### src/inc/urxbf_pkg.sv
// Constants, register map and field positions for the receiver buffer block
package urxbf_pkg;
  // Register bus
  localparam int unsigned ADDR_W        = 2;
  localparam logic [1:0]  OFS_STATUS_A  = 2'h0;
  localparam logic [1:0]  OFS_CONTROL_B = 2'h1;
  localparam logic [1:0]  OFS_CONTROL_C = 2'h2;
  localparam logic [1:0]  OFS_DATA      = 2'h3;
  // status_reg_a bit positions
  localparam int unsigned SA_RXC = 7;
  localparam int unsigned SA_FE  = 4;
  localparam int unsigned SA_DOR = 3;
  localparam int unsigned SA_UPE = 2;
  localparam int unsigned SA_U2X = 1;
  // control_reg_b bit positions
  localparam int unsigned CB_RX_COMPLETE_IRQ_EN = 7;
  localparam int unsigned CB_RX_ENABLE_BIT  = 4;
  localparam int unsigned CB_CSZ2  = 2;
  localparam int unsigned CB_RX_NINTH_BIT  = 1;
  // control_reg_c bit positions
  localparam int unsigned CC_UPM1 = 5;
  localparam int unsigned CC_UPM0 = 4;
  localparam int unsigned CC_STOP_BITS_SELECT = 3;
  localparam int unsigned CC_CSZ1 = 2;
  localparam int unsigned CC_CSZ0 = 1;
  // Frame format
  localparam logic [2:0] CSZ_NINE      = 3'h7;
  localparam logic [3:0] DATA_BITS_MIN = 4'h5;
  localparam logic [3:0] DATA_BITS_NINE = 4'h9;
  // Oversampling: samples per bit and the three voting samples
  localparam logic [4:0] SPB_NORM        = 5'h10;
  localparam logic [4:0] SPB_DBL         = 5'h08;
  localparam logic [4:0] VOTE_FIRST_NORM = 5'h08;
  localparam logic [4:0] VOTE_LAST_NORM  = 5'h0a;
  localparam logic [4:0] VOTE_FIRST_DBL  = 5'h04;
  localparam logic [4:0] VOTE_LAST_DBL   = 5'h06;
  localparam logic [1:0] VOTE_MAJORITY   = 2'h2;
  // Receive buffer
  localparam logic [1:0] FIFO_DEPTH = 2'h2;
  // Buffer entry: {overrun, parity error, frame error, data[8:0]}
  localparam int unsigned ENT_W   = 12;
  localparam int unsigned ENT_DOR = 11;
  localparam int unsigned ENT_UPE = 10;
  localparam int unsigned ENT_FE  = 9;
  typedef enum logic [2:0] {ST_IDLE, ST_START, ST_DATA, ST_PAR, ST_STOP} urxbf_state_t;
endpackage

### src/design/urxbf_top.sv
// Asynchronous serial receiver with two-entry buffer, status flags and register port
//
// Functional notes
// - Ninth bit, frame, overrun, parity errors travel with each buffered frame.
// - Receive-complete flag is one exactly while the buffer holds unread data.
// - Clearing receiver enable flushes buffer and clears receive-complete.
// - Interrupt request stays high while flag and its enable are both set.
// - Software writes to error flag positions change nothing.
// - Error flags never raise an interrupt.
// - Frame error shows first stop bit of the head frame, one if low.
// - Only the first stop bit is checked; further stop bits ignored.
// - Overrun when buffer full, shift register waiting, new start detected.
// - Overrun indication clears once a frame enters the buffer.
// - Parity error reads zero while parity checking is disabled.
// - Upper parity bit enables checker; lower bit picks odd or even.
// - Checker compares data parity with received parity bit, stored per frame.
// - Parity error only for frames received with checking on; valid until read.
// - Disabling receiver is immediate, aborts reception, releases the pin.
// - Line sampled at 16x baud normally, 8x in double speed.
// - Start bit voted on samples 8,9,10 or 4,5,6; rejected if majority high.
// - Each bit takes 16 or 8 states, decided by majority of centre samples.
// - At the first stop bit the frame moves from shift register to buffer.
// - Unused upper data bits of short frames read as zero.
`timescale 1ns/1ns
module urxbf_top (
  // Clock and reset
  input  wire logic                         clk,
  input  wire logic                         reset,
  // Oversampling tick from the baud generator, one cycle wide
  input  wire logic                         os_tick,
  // Serial line
  input  wire logic                         serial_rx_pin,
  output logic                              rx_pin_owned,
  // Register port
  input  wire logic [urxbf_pkg::ADDR_W-1:0] reg_addr,
  input  wire logic [7:0]                   reg_wdata,
  input  wire logic                         reg_wr,
  input  wire logic                         reg_rd,
  output logic [7:0]                        reg_rdata,
  // Interrupt request, gated by the global enable outside
  output logic                              rx_complete_irq
);
  import urxbf_pkg::*;

  logic                 sync1_reg, sync1_next;
  logic                 sync2_reg, sync2_next;
  logic                 line_prev_reg, line_prev_next;
  urxbf_state_t         state_reg, state_next;
  logic [4:0]           samp_reg, samp_next;
  logic [1:0]           votes_reg, votes_next;
  logic [3:0]           bit_idx_reg, bit_idx_next;
  logic [8:0]           shift_reg, shift_next;
  logic                 par_bit_reg, par_bit_next;
  logic                 par_on_reg, par_on_next;
  logic [ENT_W-1:0]     hold_reg, hold_next;
  logic                 hold_valid_reg, hold_valid_next;
  logic                 dor_pend_reg, dor_pend_next;
  logic [ENT_W-1:0]     fifo_reg [2];
  logic [ENT_W-1:0]     fifo_next [2];
  logic                 rd_ptr_reg, rd_ptr_next;
  logic [1:0]           count_reg, count_next;
  logic                 rx_enable_bit_reg, rx_enable_bit_next;
  logic                 rx_complete_irq_en_reg, rx_complete_irq_en_next;
  logic                 u2x_reg, u2x_next;
  logic [2:0]           csz_reg, csz_next;
  logic [1:0]           upm_reg, upm_next;
  logic                 stop_bits_select_reg, stop_bits_select_next;
  logic [7:0]           rdata_reg, rdata_next;

  logic [4:0]           spb;
  logic [4:0]           vote_first;
  logic [4:0]           vote_last;
  logic [3:0]           nbits;
  logic [1:0]           vote_sum;
  logic                 bit_val;
  logic                 rx_complete_flag;
  logic [ENT_W-1:0]     head;
  logic                 pop;
  logic                 par_err;
  logic [ENT_W-1:0]     frame;

  // Gated by the enable so the flag drops in the cycle the disable lands, not one later
  assign rx_complete_flag  = rx_enable_bit_reg && (count_reg != 2'h0);
  assign head = fifo_reg[rd_ptr_reg];
  // Sample rate is set by the tick; double speed only shortens the bit
  assign spb        = u2x_reg ? SPB_DBL : SPB_NORM;
  assign vote_first = u2x_reg ? VOTE_FIRST_DBL : VOTE_FIRST_NORM;
  assign vote_last  = u2x_reg ? VOTE_LAST_DBL : VOTE_LAST_NORM;
  assign nbits      = (csz_reg == CSZ_NINE) ? DATA_BITS_NINE : DATA_BITS_MIN + {2'h0, csz_reg[1:0]};
  assign vote_sum   = votes_reg + {1'b0, sync2_reg};
  assign bit_val    = (vote_sum >= VOTE_MAJORITY);
  assign par_err    = (^shift_reg) ^ par_bit_reg ^ upm_reg[0];

  always_comb begin
    sync1_next      = serial_rx_pin;
    sync2_next      = sync1_reg;
    line_prev_next  = line_prev_reg;
    state_next      = state_reg;
    samp_next       = samp_reg;
    votes_next      = votes_reg;
    bit_idx_next    = bit_idx_reg;
    shift_next      = shift_reg;
    par_bit_next    = par_bit_reg;
    par_on_next     = par_on_reg;
    hold_next       = hold_reg;
    hold_valid_next = hold_valid_reg;
    dor_pend_next   = dor_pend_reg;
    fifo_next[0]    = fifo_reg[0];
    fifo_next[1]    = fifo_reg[1];
    rd_ptr_next     = rd_ptr_reg;
    count_next      = count_reg;
    rx_enable_bit_next       = rx_enable_bit_reg;
    rx_complete_irq_en_next      = rx_complete_irq_en_reg;
    u2x_next        = u2x_reg;
    csz_next        = csz_reg;
    upm_next        = upm_reg;
    stop_bits_select_next       = stop_bits_select_reg;
    rdata_next      = 8'h00;
    frame           = '0;
    pop             = reg_rd && (reg_addr == OFS_DATA) && rx_complete_flag;

    // Register writes; error flag positions are not writable
    if (reg_wr) begin
      case (reg_addr)
        OFS_STATUS_A: begin
          u2x_next = reg_wdata[SA_U2X];
        end
        OFS_CONTROL_B: begin
          rx_complete_irq_en_next  = reg_wdata[CB_RX_COMPLETE_IRQ_EN];
          rx_enable_bit_next   = reg_wdata[CB_RX_ENABLE_BIT];
          csz_next[2] = reg_wdata[CB_CSZ2];
        end
        OFS_CONTROL_C: begin
          upm_next      = {reg_wdata[CC_UPM1], reg_wdata[CC_UPM0]};
          stop_bits_select_next     = reg_wdata[CC_STOP_BITS_SELECT];
          csz_next[1:0] = {reg_wdata[CC_CSZ1], reg_wdata[CC_CSZ0]};
        end
        default: begin
        end
      endcase
    end

    // Register reads; data is answered one cycle later
    if (reg_rd) begin
      case (reg_addr)
        OFS_STATUS_A: begin
          rdata_next[SA_RXC] = rx_complete_flag;
          rdata_next[SA_FE]  = head[ENT_FE] && rx_complete_flag;
          rdata_next[SA_DOR] = head[ENT_DOR] && rx_complete_flag;
          rdata_next[SA_UPE] = head[ENT_UPE] && rx_complete_flag && upm_reg[1];
          rdata_next[SA_U2X] = u2x_reg;
        end
        OFS_CONTROL_B: begin
          rdata_next[CB_RX_COMPLETE_IRQ_EN] = rx_complete_irq_en_reg;
          rdata_next[CB_RX_ENABLE_BIT]  = rx_enable_bit_reg;
          rdata_next[CB_CSZ2]  = csz_reg[2];
          rdata_next[CB_RX_NINTH_BIT]  = head[8] && rx_complete_flag;
        end
        OFS_CONTROL_C: begin
          rdata_next[CC_UPM1] = upm_reg[1];
          rdata_next[CC_UPM0] = upm_reg[0];
          rdata_next[CC_STOP_BITS_SELECT] = stop_bits_select_reg;
          rdata_next[CC_CSZ1] = csz_reg[1];
          rdata_next[CC_CSZ0] = csz_reg[0];
        end
        OFS_DATA: begin
          rdata_next = rx_complete_flag ? head[7:0] : 8'h00;
        end
        default: begin
        end
      endcase
    end

    // Each data read of a non-empty buffer advances data and status together
    if (pop) begin
      rd_ptr_next = ~rd_ptr_reg;
      count_next  = count_reg - 2'h1;
    end

    // Waiting frame enters the buffer as soon as a slot is free
    if (hold_valid_reg && (count_next < FIFO_DEPTH)) begin
      fifo_next[rd_ptr_next ^ count_next[0]] = hold_reg;
      count_next      = count_next + 2'h1;
      hold_valid_next = 1'b0;
    end

    // Receiver runs on the oversampling tick
    if (os_tick) begin
      line_prev_next = sync2_reg;
      case (state_reg)
        ST_IDLE: begin
          if (line_prev_reg && !sync2_reg) begin
            state_next = ST_START;
            samp_next  = 5'h02;                                        // Edge tick is sample 1
            votes_next = 2'h0;
          end
        end
        ST_START, ST_DATA, ST_PAR, ST_STOP: begin
          samp_next = samp_reg + 5'h01;
          if ((samp_reg >= vote_first) && (samp_reg <= vote_last)) begin
            votes_next = vote_sum;
          end
          if (samp_reg == vote_last) begin
            if (state_reg == ST_START) begin
              if (bit_val) begin
                state_next = ST_IDLE;
              end else if (hold_valid_next && (count_next == FIFO_DEPTH)) begin
                dor_pend_next = 1'b1;
              end
              shift_next = 9'h000;
            end else if (state_reg == ST_DATA) begin
              shift_next[bit_idx_reg] = bit_val;
            end else if (state_reg == ST_PAR) begin
              par_bit_next = bit_val;
            end else begin
              // Early return to idle leaves further stop bits unexamined
              frame[8:0]      = shift_reg;
              frame[ENT_FE]   = !bit_val;
              frame[ENT_UPE]  = par_on_reg && par_err;
              frame[ENT_DOR]  = dor_pend_next;
              hold_next       = frame;
              hold_valid_next = 1'b1;
              state_next      = ST_IDLE;
            end
          end
          if (samp_reg == spb) begin
            samp_next  = 5'h01;
            votes_next = 2'h0;
            case (state_reg)
              ST_START: begin
                state_next   = ST_DATA;
                bit_idx_next = 4'h0;
                par_on_next  = upm_reg[1];
              end
              ST_DATA: begin
                bit_idx_next = bit_idx_reg + 4'h1;
                if (bit_idx_reg == nbits - 4'h1) begin
                  state_next = par_on_reg ? ST_PAR : ST_STOP;
                end
              end
              default: begin
                state_next = ST_STOP;
              end
            endcase
          end
        end
        default: begin
          state_next = ST_IDLE;
        end
      endcase
    end

    // Overrun mark is delivered with the next frame that enters the buffer
    if (hold_valid_reg && !hold_valid_next) begin
      dor_pend_next = 1'b0;
    end

    // Disable is immediate and discards everything buffered
    if (!rx_enable_bit_reg) begin
      state_next      = ST_IDLE;
      count_next      = 2'h0;
      rd_ptr_next     = 1'b0;
      hold_valid_next = 1'b0;
      dor_pend_next   = 1'b0;
      line_prev_next  = 1'b0;
    end
  end

  always_ff @(posedge clk) begin
    if (reset) begin
      sync1_reg      <= 1'b1;
      sync2_reg      <= 1'b1;
      line_prev_reg  <= 1'b0;
      state_reg      <= ST_IDLE;
      samp_reg       <= 5'h00;
      votes_reg      <= 2'h0;
      bit_idx_reg    <= 4'h0;
      shift_reg      <= 9'h000;
      par_bit_reg    <= 1'b0;
      par_on_reg     <= 1'b0;
      hold_reg       <= '0;
      hold_valid_reg <= 1'b0;
      dor_pend_reg   <= 1'b0;
      fifo_reg[0]    <= '0;
      fifo_reg[1]    <= '0;
      rd_ptr_reg     <= 1'b0;
      count_reg      <= 2'h0;
      rx_enable_bit_reg       <= 1'b0;
      rx_complete_irq_en_reg      <= 1'b0;
      u2x_reg        <= 1'b0;
      csz_reg        <= 3'h3;
      upm_reg        <= 2'h0;
      stop_bits_select_reg       <= 1'b0;
      rdata_reg      <= 8'h00;
    end else begin
      sync1_reg      <= sync1_next;
      sync2_reg      <= sync2_next;
      line_prev_reg  <= line_prev_next;
      state_reg      <= state_next;
      samp_reg       <= samp_next;
      votes_reg      <= votes_next;
      bit_idx_reg    <= bit_idx_next;
      shift_reg      <= shift_next;
      par_bit_reg    <= par_bit_next;
      par_on_reg     <= par_on_next;
      hold_reg       <= hold_next;
      hold_valid_reg <= hold_valid_next;
      dor_pend_reg   <= dor_pend_next;
      fifo_reg[0]    <= fifo_next[0];
      fifo_reg[1]    <= fifo_next[1];
      rd_ptr_reg     <= rd_ptr_next;
      count_reg      <= count_next;
      rx_enable_bit_reg       <= rx_enable_bit_next;
      rx_complete_irq_en_reg      <= rx_complete_irq_en_next;
      u2x_reg        <= u2x_next;
      csz_reg        <= csz_next;
      upm_reg        <= upm_next;
      stop_bits_select_reg       <= stop_bits_select_next;
      rdata_reg      <= rdata_next;
    end
  end

  assign reg_rdata       = rdata_reg;
  assign rx_pin_owned    = rx_enable_bit_reg;
  // Only the receive-complete flag reaches the interrupt line
  assign rx_complete_irq = rx_complete_irq_en_reg && rx_complete_flag;
endmodule // urxbf_top

### config.mk
export PLATFORM = sky130hd
export DESIGN_NAME = urxbf_top
export DESIGN_NICKNAME = d
export VERILOG_FILES = /design/src/inc/urxbf_pkg.sv /design/src/design/urxbf_top.sv
export SDC_FILE = /design/constraint.sdc
export NUM_CORES = 1
export LEC_CHECK = 0
export BUFFER_PORTS_ARGS = -buffer_cell sky130_fd_sc_hd__buf_2
export CORE_ASPECT_RATIO = 1.2
export CORE_MARGIN = 3
export CORE_UTILIZATION = 60
export DETAILED_ROUTE_END_ITERATION = 10
export PLACE_DENSITY_LB_ADDON = 0.12
export SLEW_MARGIN = 20
export SYNTH_ARGS = -nofsm -noshare
export SYNTH_HDL_FRONTEND = slang
export SYNTH_SLANG_ARGS = --single-unit
### constraint.sdc
create_clock -name clk -period 3.1 [get_ports clk]
set_clock_uncertainty 0.2 [all_clocks]
set_input_delay 0.155 -clock clk [delete_from_list [all_inputs] [get_ports clk]]
set_output_delay 0.155 -clock clk [all_outputs]
set_load 0.01 [all_outputs]
; Yosys cells after proc, flatten, opt, wreduce, memory -nomap -nowiden
; Memory sizes are Yosys's and may differ from the RTL's. A register that Yosys moved wholly into a read port is not among the register bits.
; Cells that the tools add are included.
; Widths: inputs -> output; s select.
[totals]
inputBits = 16
wordCells = 166
latchBits = 0
ram_bits = 24
output_inout_bits = 10
register_bits = 62
mem_count = 1
mem_bits_ro = 0
[mem_list]
columns = memory, depth, word_bits, rd, rd_ports_with_merged_regs, write_ports, line
row1 = fifo_reg, 2, 12, 3, 1, 2, urxbf_top.sv:58  ; logic [ENT_W-1:0] fifo_reg [2];
[classes]
div_mod_pow = 0
multipliers = 0
addsub = 7
n_reduce_logical = 43
muxes = 54
eq_ne = 14
n_lt_le_gt_ge = 8
bitwise = 15
n_shift = 0
[op_table]
columns = cell, count
row1 = $mux 12, 3
row2 = $mux 3, 9
row3 = $bwmux 24, 1
row4 = $mux 24, 1
row5 = $mux 9, 2
row6 = $reduce_and 6->1, 3
row7 = $logic_and 1x1->1, 17
row8 = $reduce_and 4->1, 4
row9 = $mux 5, 3
row10 = $mux 1, 13
row11 = $demux 12 s1, 1
row12 = $mux 4, 3
row13 = $pmux 3 s2, 2
row14 = $mux 2, 5
row15 = $pmux 5 s2, 1
row16 = $bwmux 9, 1
row17 = $not 1->1, 9
row18 = $reduce_xor 9->1, 1
row19 = $mux 8, 1
row20 = $pmux 2 s4, 1
row21 = $pmux 4 s2, 1
row22 = $reduce_and 2->1, 4
row23 = $reduce_or 4->1, 2
row24 = $eq 2x2->1 const B, 3
row25 = other kinds (38), 50

; Longest topological paths before layout
; Gate-level depths: netlist of the first run.
[logic_depth]
ltp_word = 16
mapped_depth = 10
ltp_nobuf = 10

; Worst setup path before layout of the first run
; Ideal clock, no wire load.
[synth_path]
path_type = register to register
from = register count_reg[0]
to = memory fifo_reg[0][10]
arrival_time_ps = 2014
required_time_ps = 2772
setup_time_ps = 128
slack_ps = 759
synth_period_minus_slack_ps = 2341
path_stages_with_launch = 11
path_buffers = 2
cell_sequence = dfxtp_1 inv_1 ha_1 nor2b_4 nand4_4 mux2_4 or3b_1 buf_6 buf_12 mux2i_1 nor2_1
[synth_rtl]
columns = element, line
row1 = "start, declared", urxbf_top.sv:61  ; logic [1:0] count_reg, count_next;
row2 = "start signal, assigned", urxbf_top.sv:312  ; count_reg <= count_next;
row3 = "end, declared", urxbf_top.sv:58

==> impl_metrics.csv, run 1 <==
group,metric,value,unit
clocking,tritoncts,"built",
detailed_routing,drt_iter0_drc,260,
power_and_ir_drop,vdd_drop_max,0.000234,V
critical_path,cp_max_fo,12,
critical_path,worst_ep_required_time,3.14,ns
power_and_ir_drop,p_leak,2.04,nW
floorplanning,ios,26,
detailed_routing,vias,3443,
critical_path,endpoint_kind,"flop",
cells_and_area,multi_input_area,2320,um2
sta,maxSlewViolCount,0,
floorplanning,initial_core_util,62.1,%
clocking,path_clk_slew,0.10,ns
power_and_ir_drop,powerDensity,423,nW/um2
detailed_routing,dr.pass1.iters,4,
sta,fin_ws,0.309,ns
sta,rsz0062_at_grt,"false",
yosys,synth_ff_type,"dfxtp_1",
sta,finalHoldViolCount,0,
sta,setup_viol,0,
global_routing,grt_max_degree,54,
yosys,synth.avg_cell_area,8.82,um2
cells_and_area,diodes,0,
cells_and_area,largest_reg_flops,24,
yosys,async_flop_share,0,%
placed_design,gp_congestion,0.883,
critical_path,cpLargestDelayFamily,"simple AND/OR/NAND/NOR gates",
critical_path,path_cells,"inv_1 > ha_1 > nor2b_4 > nand4_4 > mux2_4 > or3b_1 > mux2i_1 > nor2_1",
yosys,synth_cell_type_count,56,
sta,period_share,90.0,%
sta,slew_headroom,45.1,%
cells_and_area,seqCellArea,1720,um2
sta,tightest_slew,0.813,ns
clocking,clk_latency,0.36,ns
yosys,syn_area,4260,um2
job,maxCapViolations,0,
cells_and_area,area.growth.synth_to_final,11.5,%
cells_and_area,drive_gt1_share,10.4,%
power_and_ir_drop,intPower,0.00148,W
detailed_routing,wl_per_cell,15.0,um
yosys,yosysSeqAreaShare,40.4,%
floorplanning,die_x,82.9,um
critical_path,cp.buffers_inverters,1,
clocking,cts_made_buffers,9,
yosys,ys_warn_count,0,
critical_path,slowest_stage,"or3b_1",
global_routing,antenna_found_initial,0,
power_and_ir_drop,clkPwrFrac,39.1,%
status,run_status,"completed",
yosys,synth_fp_nets,513,
floorplanning,core.rowCount,33,
critical_path,critPathKind,"reg2reg",
critical_path,start_kind,"flop",
cells_and_area,nFillCells,542,
global_routing,grt_usage,22.8,%
clocking,h-tree-depth,3,
cells_and_area,final_common_cell,"dfxtp_1",
yosys,synth_enable_flop_cells,0,
detailed_routing,routed_wl,9.10,mm
yosys,ys_seq_elements,86,
placed_design,port_buffers,23,
sta,min_period,2.79,ns
critical_path,slowest_delay,0.63,ns
yosys,postSynthCellCount,483,
power_and_ir_drop,p_sw_share,26.5,%
clocking,clk_path_buf_depth,2,
floorplanning,die_height,98.3,um
power_and_ir_drop,p_comb_share,5.2,%
cells_and_area,fin_cells,605,
placed_design,dp.cells,572,
cells_and_area,finish.utilization,69.2,%
clocking,cts_resized,0,
power_and_ir_drop,p_sw,0.000532,W
global_routing,grt_pass1_vias,3331,
sta,fmax,358,MHz
clocking,cts-root-buf,"clkbuf_8",
critical_path,worstPathArrival,2.83,ns
floorplanning,coreArea,6850,um2
worst_hold_path,hp-class,"in2reg",
placed_design,dp_hpwl,6.38,mm
sta,tns,0,ns
detailed_routing,ant_nets,0,
cells_and_area,most-common-layout-cells,"dfxtp_1 (86), nor2_1 (83), mux2i_1 (55), a21oi_1 (34), nand2_1 (31)",
detailed_routing,drc,0,
placed_design,dp_slack,0.336,ns
floorplanning,die-area,8150,um2
cells_and_area,final_nets,543,
power_and_ir_drop,seq_power_share,55.7,%
detailed_routing,vias_per_cell,5.69,
global_routing,grt_pass1_wl,15.3,mm
clocking,clock-sinks,86,
global_routing,gr-total-overflow,0,
## cell usage after synthesis (2+ instances only)
master     number  area [um2]
o21ai_0        17        85.1
nor3b_1         2        15.0
buf_2           6        30.0
dfxtp_1        86        1720
o21a_1          3        22.5
nand3_1        12        60.1
xor2_1          9        78.8
a21o_1          2        15.0
or2_2           3        18.8
nor4_1          6        37.5
buf_6           2        22.5
a21oi_1        34         170
a311oi_1        4        35.0
nor2b_1         5        31.3
inv_1          18        67.6
nand2b_1        6        37.5
o31ai_1         3        22.5
and2_1          3        18.8
mux2i_1        55         551
ha_1           14         175
xnor2_1        16         140
a31oi_1         2        12.5
a211o_1         3        26.3
nor3_1          8        40.0
clkbuf_1       15        56.3
buf_4           2        15.0
nand2_1        31         116
nand4_1         4        25.0
and3b_1         2        17.5
o2bb2ai_1       2        17.5
nor2_1         83         312
## cell families (layout without fill, tap and decap cells)
kind of cell             count (synthesis)  after routing  synth area share, %
flip-flops                              86             86                 40.4
XOR/XNOR                                25             25                 5.14
adder cells (fa/ha/maj)                 14             14                 4.11
multiplexers                            57             57                 13.5
buffers and inverters                   44             79                 4.97
AO/OA/AOI/OAI                           79             79                 11.3
AND/OR/NAND/NOR                        178            178                 20.5
## per-stage QoR
stage                     hold slack, ns  cell area (um2)  total power (W)
final                             0.0637             4750          0.00201
after detailed placement           0.141             4380          0.00123
after global routing              0.0910             4750          0.00208
after global placement             0.144             4380          0.00123
after CTS                         0.0481             4750          0.00202
after floorplan                   0.0588             4260          0.00121
## layer usage
| metal | global-route usage, % | up-vias | wire length (um) |
|---|---|---|---|
| met5 | 0 | - | 0 |
| met4 | 10.6 | 0 | 282 |
| met3 | 4.39 | 17 | 286 |
| met2 | 38.9 | 73 | 4430 |
| met1 | 27.8 | 1622 | 4090 |
| li1 | - | 1731 | - |
## final cells by class
type | count | share of cell area [%]
flip-flops and latches | 86 | 36.3
well taps | 87 | 2.29
clock inverters | 7 | 1.61
multi-input cells | 353 | 49.0
clock buffers | 9 | 2.61
inverters | 18 | 1.42
repair buffers | 45 | 6.80
## power by group through the flow
stage               sequential, W  combinational, W  clock (W)
finish                    0.00112          0.000105   0.000785
global route              0.00112          0.000117   0.000848
CTS                       0.00112          0.000104   0.000797
detailed placement        0.00114         0.0000897          0
global placement          0.00114         0.0000876          0
floorplan                 0.00114         0.0000659          0
## path summary, 6_finish.rpt
kind                                       end  slack, ns    startpoint  cells past startpoint
worst max-delay path            fifo_reg[0][0]       0.31  count_reg[0]                      8
worst min-delay path              reg_rdata[1]       0.06   reg_addr[0]                      3
worst max register to register  fifo_reg[0][0]       0.31  count_reg[0]                      8
worst min register to register       sync2_reg       0.23     sync1_reg                      1
## worst reg2reg max path, cell delays in order (launching register included)
cell     delay (ns)
dfxtp_1        0.36
inv_1          0.10
ha_1           0.26
nor2b_4        0.19
nand4_4        0.21
mux2_4         0.39
or3b_1         0.63
mux2i_1        0.28
nor2_1         0.07
## repair_timing
item / in CTS / in global routing
hold buffers: 17 / 0
hold endpoints to repair: 20 / 0
buffers inserted: 0 / 0
setup endpoints to repair: 0 / 0
(Power assumes the default switching activity.)
==> run 2: changes to the inputs <==
--- a/config.mk
+++ b/config.mk
@@ -8,7 +8,7 @@
 export BUFFER_PORTS_ARGS = -buffer_cell sky130_fd_sc_hd__buf_2
 export CORE_ASPECT_RATIO = 1.2
 export CORE_MARGIN = 3
-export CORE_UTILIZATION = 60
+export CORE_UTILIZATION = 55
 export DETAILED_ROUTE_END_ITERATION = 10
 export PLACE_DENSITY_LB_ADDON = 0.12
 export SLEW_MARGIN = 20
==> constraint.sdc (replaced) <==
create_clock -name clk -period 2.5 [get_ports clk]
set_clock_uncertainty 0.2 [all_clocks]
set_input_delay 0.125 -clock clk [delete_from_list [all_inputs] [get_ports clk]]
set_output_delay 0.125 -clock clk [all_outputs]
set_load 0.01 [all_outputs]
==> run 2 against run 1 <==
  * Combinational power up 29%
  * Wire length up 1.0%
  * Register-to-register slack worse by 0.13 ns
  * Via count down 0.67%
  * Fmax up 20%
  * First-iteration DRC count down 28%
==> impl_metrics.csv, run 2 (synthesis results as in run 1) <==
group,metric,value,unit
status,run_status,"completed",
power_and_ir_drop,vdd_drop_max,0.000360,V
floorplanning,die_x,86.3,um
clocking,clk_latency,0.37,ns
floorplanning,coreArea,7400,um2
clocking,clock-sinks,86,
power_and_ir_drop,powerDensity,514,nW/um2
detailed_routing,ant_nets,0,
global_routing,gr-total-overflow,0,
global_routing,grt_usage,22.0,%
floorplanning,ios,26,
cells_and_area,diodes,0,
clocking,path_clk_slew,0.10,ns
critical_path,crit-reg2reg-launch,"count_reg[0]",
clocking,cts-root-buf,"clkbuf_8",
critical_path,start_kind,"flop",
power_and_ir_drop,seq_power_share,55.6,%
clocking,cts_made_buffers,9,
detailed_routing,dr_wl_met3,319,um
detailed_routing,top_layer,"met4",
critical_path,rrSetupSlack,0.18,ns
global_routing,grt_pass1_wl,15.3,mm
placed_design,port_buffers,23,
sta,rsz0062_at_grt,"true",
critical_path,r2r_cells,9,
power_and_ir_drop,intPower,0.00183,W
worst_hold_path,hp-start,"reset",
cells_and_area,final_common_cell,"dfxtp_1",
global_routing,grt_pass1_vias,3218,
floorplanning,die_height,102,um
cells_and_area,largest_reg_flops,24,
power_and_ir_drop,p_sw,0.000660,W
cells_and_area,most-common-layout-cells,"dfxtp_1 (85), nor2_1 (83), mux2i_1 (55), a21oi_1 (34), nand2_1 (31)",
job,maxCapViolations,0,
sta,maxSlewViolCount,0,
floorplanning,die-area,8840,um2
detailed_routing,vias,3420,
cells_and_area,finish.utilization,65.4,%
global_routing,antenna_found_initial,0,
sta,finalHoldViolCount,0,
floorplanning,core.rowCount,34,
detailed_routing,wl_per_cell,14.9,um
sta,fin_hold_ws,0.00151,ns
critical_path,endpoint_kind,"flop",
placed_design,gp_congestion,0.919,
power_and_ir_drop,p_sw_share,26.5,%
worst_hold_path,min_delay_path_depth,2,
detailed_routing,drc,0,
clocking,clk_path_buf_depth,2,
critical_path,worst_ep_required_time,2.54,ns
power_and_ir_drop,p_comb_share,5.4,%
critical_path,timing.rr.end,"fifo_reg[0][8]",
clocking,h-tree-depth,3,
detailed_routing,vias_per_cell,5.53,
detailed_routing,met2_length,4.47,mm
sta,setup_viol,0,
cells_and_area,area.growth.synth_to_final,13.7,%
cells_and_area,drive_gt1_share,13.6,%
sta,tightest_slew,0.686,ns
critical_path,worstPathArrival,2.36,ns
critical_path,cp_max_fo,12,
power_and_ir_drop,clkPwrFrac,38.9,%
detailed_routing,wl_met1,4.28,mm
detailed_routing,routed_wl,9.19,mm
worst_hold_path,hp-class,"in2reg",
worst_hold_path,holdPathEnd,"u2x_reg",
sta,slew_headroom,54.1,%
cells_and_area,final_nets,553,
sta,fmax,431,MHz
power_and_ir_drop,p_leak,2.09,nW
placed_design,dp_hpwl,6.49,mm
sta,min_period,2.32,ns
detailed_routing,drt_iter0_drc,186,
critical_path,critPathKind,"reg2reg",
cells_and_area,fin_area,4840,um2
placed_design,dpl_cell_area,4500,um2
detailed_routing,dr.pass1.iters,4,
sta,period_share,92.7,%
floorplanning,initial_core_util,57.5,%
global_routing,grt_max_degree,47,
clocking,tritoncts,"built",
-- run 2: worst max-delay path by stage --
stage               cells past startpoint    startpoint              end  slack, ns
finish                                  9  count_reg[0]   fifo_reg[0][8]       0.18
global route                           10    csz_reg[0]     state_reg[1]     -0.006
CTS                                    10    csz_reg[0]     state_reg[1]       0.06
detailed placement                     10    csz_reg[0]     state_reg[1]       0.10
global placement                        9  count_reg[0]  fifo_reg[0][10]       0.17
floorplan                              10  count_reg[0]  fifo_reg[0][10]       0.16
-- run 2: repair_timing --
action / in CTS / in global routing
hold endpoints to repair: 17 / 0
hold buffers: 12 / 0
buffers inserted: 0 / 1
setup endpoints to repair: 0 / 16
resized for setup: 0 / 5
-- run 2: power groups by stage --
stage | clock network (W) | logic, W | registers, W
2_1_floorplan | 0 | 0.0000818 | 0.00142
3_3_place_gp | 0 | 0.000118 | 0.00142
3_5_place_dp | 0 | 0.000119 | 0.00142
4_1_cts | 0.000982 | 0.000132 | 0.00138
5_1_grt | 0.00104 | 0.000150 | 0.00139
6_report | 0.000970 | 0.000135 | 0.00139
-- run 2: area by class of cell --
| cell class | count | area, um2 |
|---|---|---|
| fill | 646 | 2560 |
| multi-input combinational | 353 | 2340 |
| inverter | 18 | 67.6 |
| clock buffer | 9 | 124 |
| sequential | 86 | 1720 |
| tap | 90 | 113 |
| timing repair buffer | 55 | 402 |
| clock inverter | 7 | 75.1 |
-- run 2: per-layer routing --
metal | vias up | GRT usage, %
met5 | - | 0
met4 | 0 | 8.87
met3 | 11 | 2.74
met2 | 70 | 37.5
met1 | 1598 | 28.3
li1 | 1741 | -
-- run 2: worst max-delay path, stage by stage (launching register included) --
cell	delay, ns
dfxtp_1	0.35
inv_1	0.09
ha_1	0.25
nor2b_4	0.17
nand4_4	0.12
mux2_4	0.25
or3b_1	0.36
buf_6	0.18
mux2i_1	0.17
nor2_1	0.06
-- run 2: per-stage QoR --
| step | instances | setup slack, ns | total power (W) | setup TNS [ns] |
|---|---|---|---|---|
| after global routing | 618 | -0.00570 | 0.00258 | -0.00570 |
| final | 618 | 0.182 | 0.00249 | 0 |
| after global placement | 589 | 0.165 | 0.00153 | 0 |
| after detailed placement | 589 | 0.101 | 0.00154 | 0 |
| after CTS | 617 | 0.0559 | 0.00250 | 0 |
| after floorplan | 483 | 0.159 | 0.00150 | 0 |
==> run 3: changes to the inputs <==
--- a/config.mk
+++ b/config.mk
@@ -5,11 +5,11 @@
 export SDC_FILE = /design/constraint.sdc
 export NUM_CORES = 1
 export LEC_CHECK = 0
-export BUFFER_PORTS_ARGS = -buffer_cell sky130_fd_sc_hd__buf_2
 export CORE_ASPECT_RATIO = 1.2
 export CORE_MARGIN = 3
-export CORE_UTILIZATION = 55
+export CORE_UTILIZATION = 57
 export DETAILED_ROUTE_END_ITERATION = 10
+export DONT_BUFFER_PORTS = 1
 export PLACE_DENSITY_LB_ADDON = 0.12
 export SLEW_MARGIN = 20
 export SYNTH_ARGS = -nofsm -noshare
==> run 3 against run 2 <==
  * Sequential share of layout area grew 0.053 points
  * Wire length grew 4.5%
  * Sequential power barely moved
  * Hold slack better by 0.036 ns
  * Largest power group unchanged
  * Cell count down 3.1%
==> impl_metrics.csv, run 3 (synthesis results as in run 1) <==
group,metric,value,unit
global_routing,grt_pass1_vias,3358,
global_routing,gr-total-overflow,0,
critical_path,rrSetupSlack,0.15,ns
sta,rsz0062_at_grt,"false",
detailed_routing,vias,3429,
worst_hold_path,hp-class,"in2reg",
power_and_ir_drop,p_leak,2.04,nW
detailed_routing,vias_per_cell,5.72,
critical_path,worst_ep_required_time,2.56,ns
clocking,h-tree-depth,3,
floorplanning,coreArea,7060,um2
floorplanning,ios,26,
power_and_ir_drop,vdd_drop_max,0.000349,V
placed_design,port_buffers,0,
cells_and_area,most-common-layout-cells,"dfxtp_1 (84), nor2_1 (82), mux2i_1 (55), a21oi_1 (34), nand2_1 (31)",
power_and_ir_drop,powerDensity,547,nW/um2
clocking,clk_path_buf_depth,2,
status,run_status,"completed",
floorplanning,die_height,101,um
sta,maxSlewViolCount,0,
detailed_routing,ant_nets,0,
worst_hold_path,min_delay_path_depth,3,
floorplanning,initial_core_util,60.3,%
clocking,cts_made_buffers,9,
sta,min_period,2.39,ns
floorplanning,die-area,8550,um2
clocking,path_clk_slew,0.10,ns
critical_path,critPathKind,"in2reg",
sta,setup_viol,0,
critical_path,cp_max_fo,11,
cells_and_area,nFillCells,558,
cells_and_area,diodes,0,
worst_hold_path,holdPathEnd,"upm_reg[0]",
critical_path,r2r_cells,9,
critical_path,worstPathArrival,2.45,ns
clocking,cts-root-buf,"clkbuf_8",
floorplanning,die_x,84.9,um
sta,finalHoldViolCount,0,
detailed_routing,routed_wl,9.60,mm
detailed_routing,drc,0,
global_routing,antenna_found_initial,0,
placed_design,dp_hpwl,6.44,mm
placed_design,gp_congestion,0.895,
sta,period_share,95.5,%
global_routing,grt_pass1_wl,15.9,mm
cells_and_area,seqCellArea,1720,um2
global_routing,grt_max_degree,73,
cells_and_area,largest_reg_flops,24,
cells_and_area,final_common_cell,"dfxtp_1",
sta,slew_headroom,50.7,%
detailed_routing,wl_per_cell,16.0,um
detailed_routing,drt_iter0_drc,215,
sta,tns,0,ns
detailed_routing,dr.pass1.iters,5,
cells_and_area,drive_gt1_share,9.38,%
clocking,clk_latency,0.36,ns
cells_and_area,multi_input_area,2330,um2
sta,fmax,419,MHz
worst_hold_path,hp-start,"reg_wr",
critical_path,crit-reg2reg-launch,"count_reg[0]",
cells_and_area,finish.utilization,68.5,%
global_routing,grt_usage,23.2,%
clocking,tritoncts,"built",
floorplanning,core.rowCount,33,
sta,tightest_slew,0.736,ns
job,maxCapViolations,0,
critical_path,start_kind,"input pin",
cells_and_area,area.growth.synth_to_final,13.6,%
cells_and_area,final_nets,537,
critical_path,timing.rr.end,"fifo_reg[0][3]",
clocking,clock-sinks,86,
critical_path,endpoint_kind,"flop",
## run 3: report_power, final
| group | leakage [nW] | switching, W | internal (W) |
|---|---|---|---|
| Sequential | 0.694 | 0.00000830 | 0.00138 |
| Clock | 0.117 | 0.000544 | 0.000579 |
| Combinational | 1.23 | 0.0000745 | 0.0000627 |
## run 3: cell type report
cell class                 instances  area share, %
multi-input combinational        353           48.2
sequential                        86           35.6
timing repair buffer              39           7.86
clock buffer                       9           2.56
tap                               87           2.25
clock inverter                     7           2.12
inverter                          18           1.40
## run 3: repair_timing
action | CTS | global route
hold buffers | 22 | 0
setup endpoints to repair | 0 | 26
resized for setup | 0 | 6
hold endpoints to repair | 86 | 0
setup buffers | 0 | 2
## run 3: worst max-delay path by stage
stage / from / end / slack [ns] / cells after the start
6_report: reg_addr[0] / csz_reg[1] / 0.11 / 5
5_1_grt: state_reg[1] / samp_reg[0] / 0.02 / 7
4_1_cts: csz_reg[0] / state_reg[1] / 0.05 / 10
3_5_place_dp: csz_reg[0] / state_reg[1] / 0.11 / 10
3_3_place_gp: samp_reg[2] / shift_reg[5] / 0.16 / 8
2_1_floorplan: count_reg[0] / fifo_reg[0][10] / 0.16 / 10
## run 3: stage by stage
| step | power, W | setup WS, ns | instance area [um2] | hold WS (ns) | std cells |
|---|---|---|---|---|---|
| 2_1_floorplan | 0.00150 | 0.159 | 4260 | 0.0288 | 483 |
| 3_3_place_gp | 0.00149 | 0.164 | 4350 | 0.00308 | 559 |
| 3_5_place_dp | 0.00150 | 0.110 | 4350 | 0.00564 | 559 |
| 4_1_cts | 0.00265 | 0.0514 | 4810 | 0.00247 | 597 |
| 5_1_grt | 0.00272 | 0.0196 | 4840 | 0.0835 | 599 |
| 6_report | 0.00265 | 0.113 | 4840 | 0.0376 | 599 |
## run 3: per-layer routing
layer | up-vias | global-route usage [%] | wire (um)
met5 | - | 0 | 0
met4 | 0 | 9.26 | 215
met3 | 27 | 3.11 | 355
met2 | 80 | 41.2 | 4870
met1 | 1608 | 28.1 | 4160
li1 | 1714 | - | -
## run 3: worst max-delay path, cell delays in order
cell	delay, ns
dlygate4sd3_1	0.71
inv_1	0.26
nand3_1	0.31
dlygate4sd3_1	0.74
a211o_1	0.31
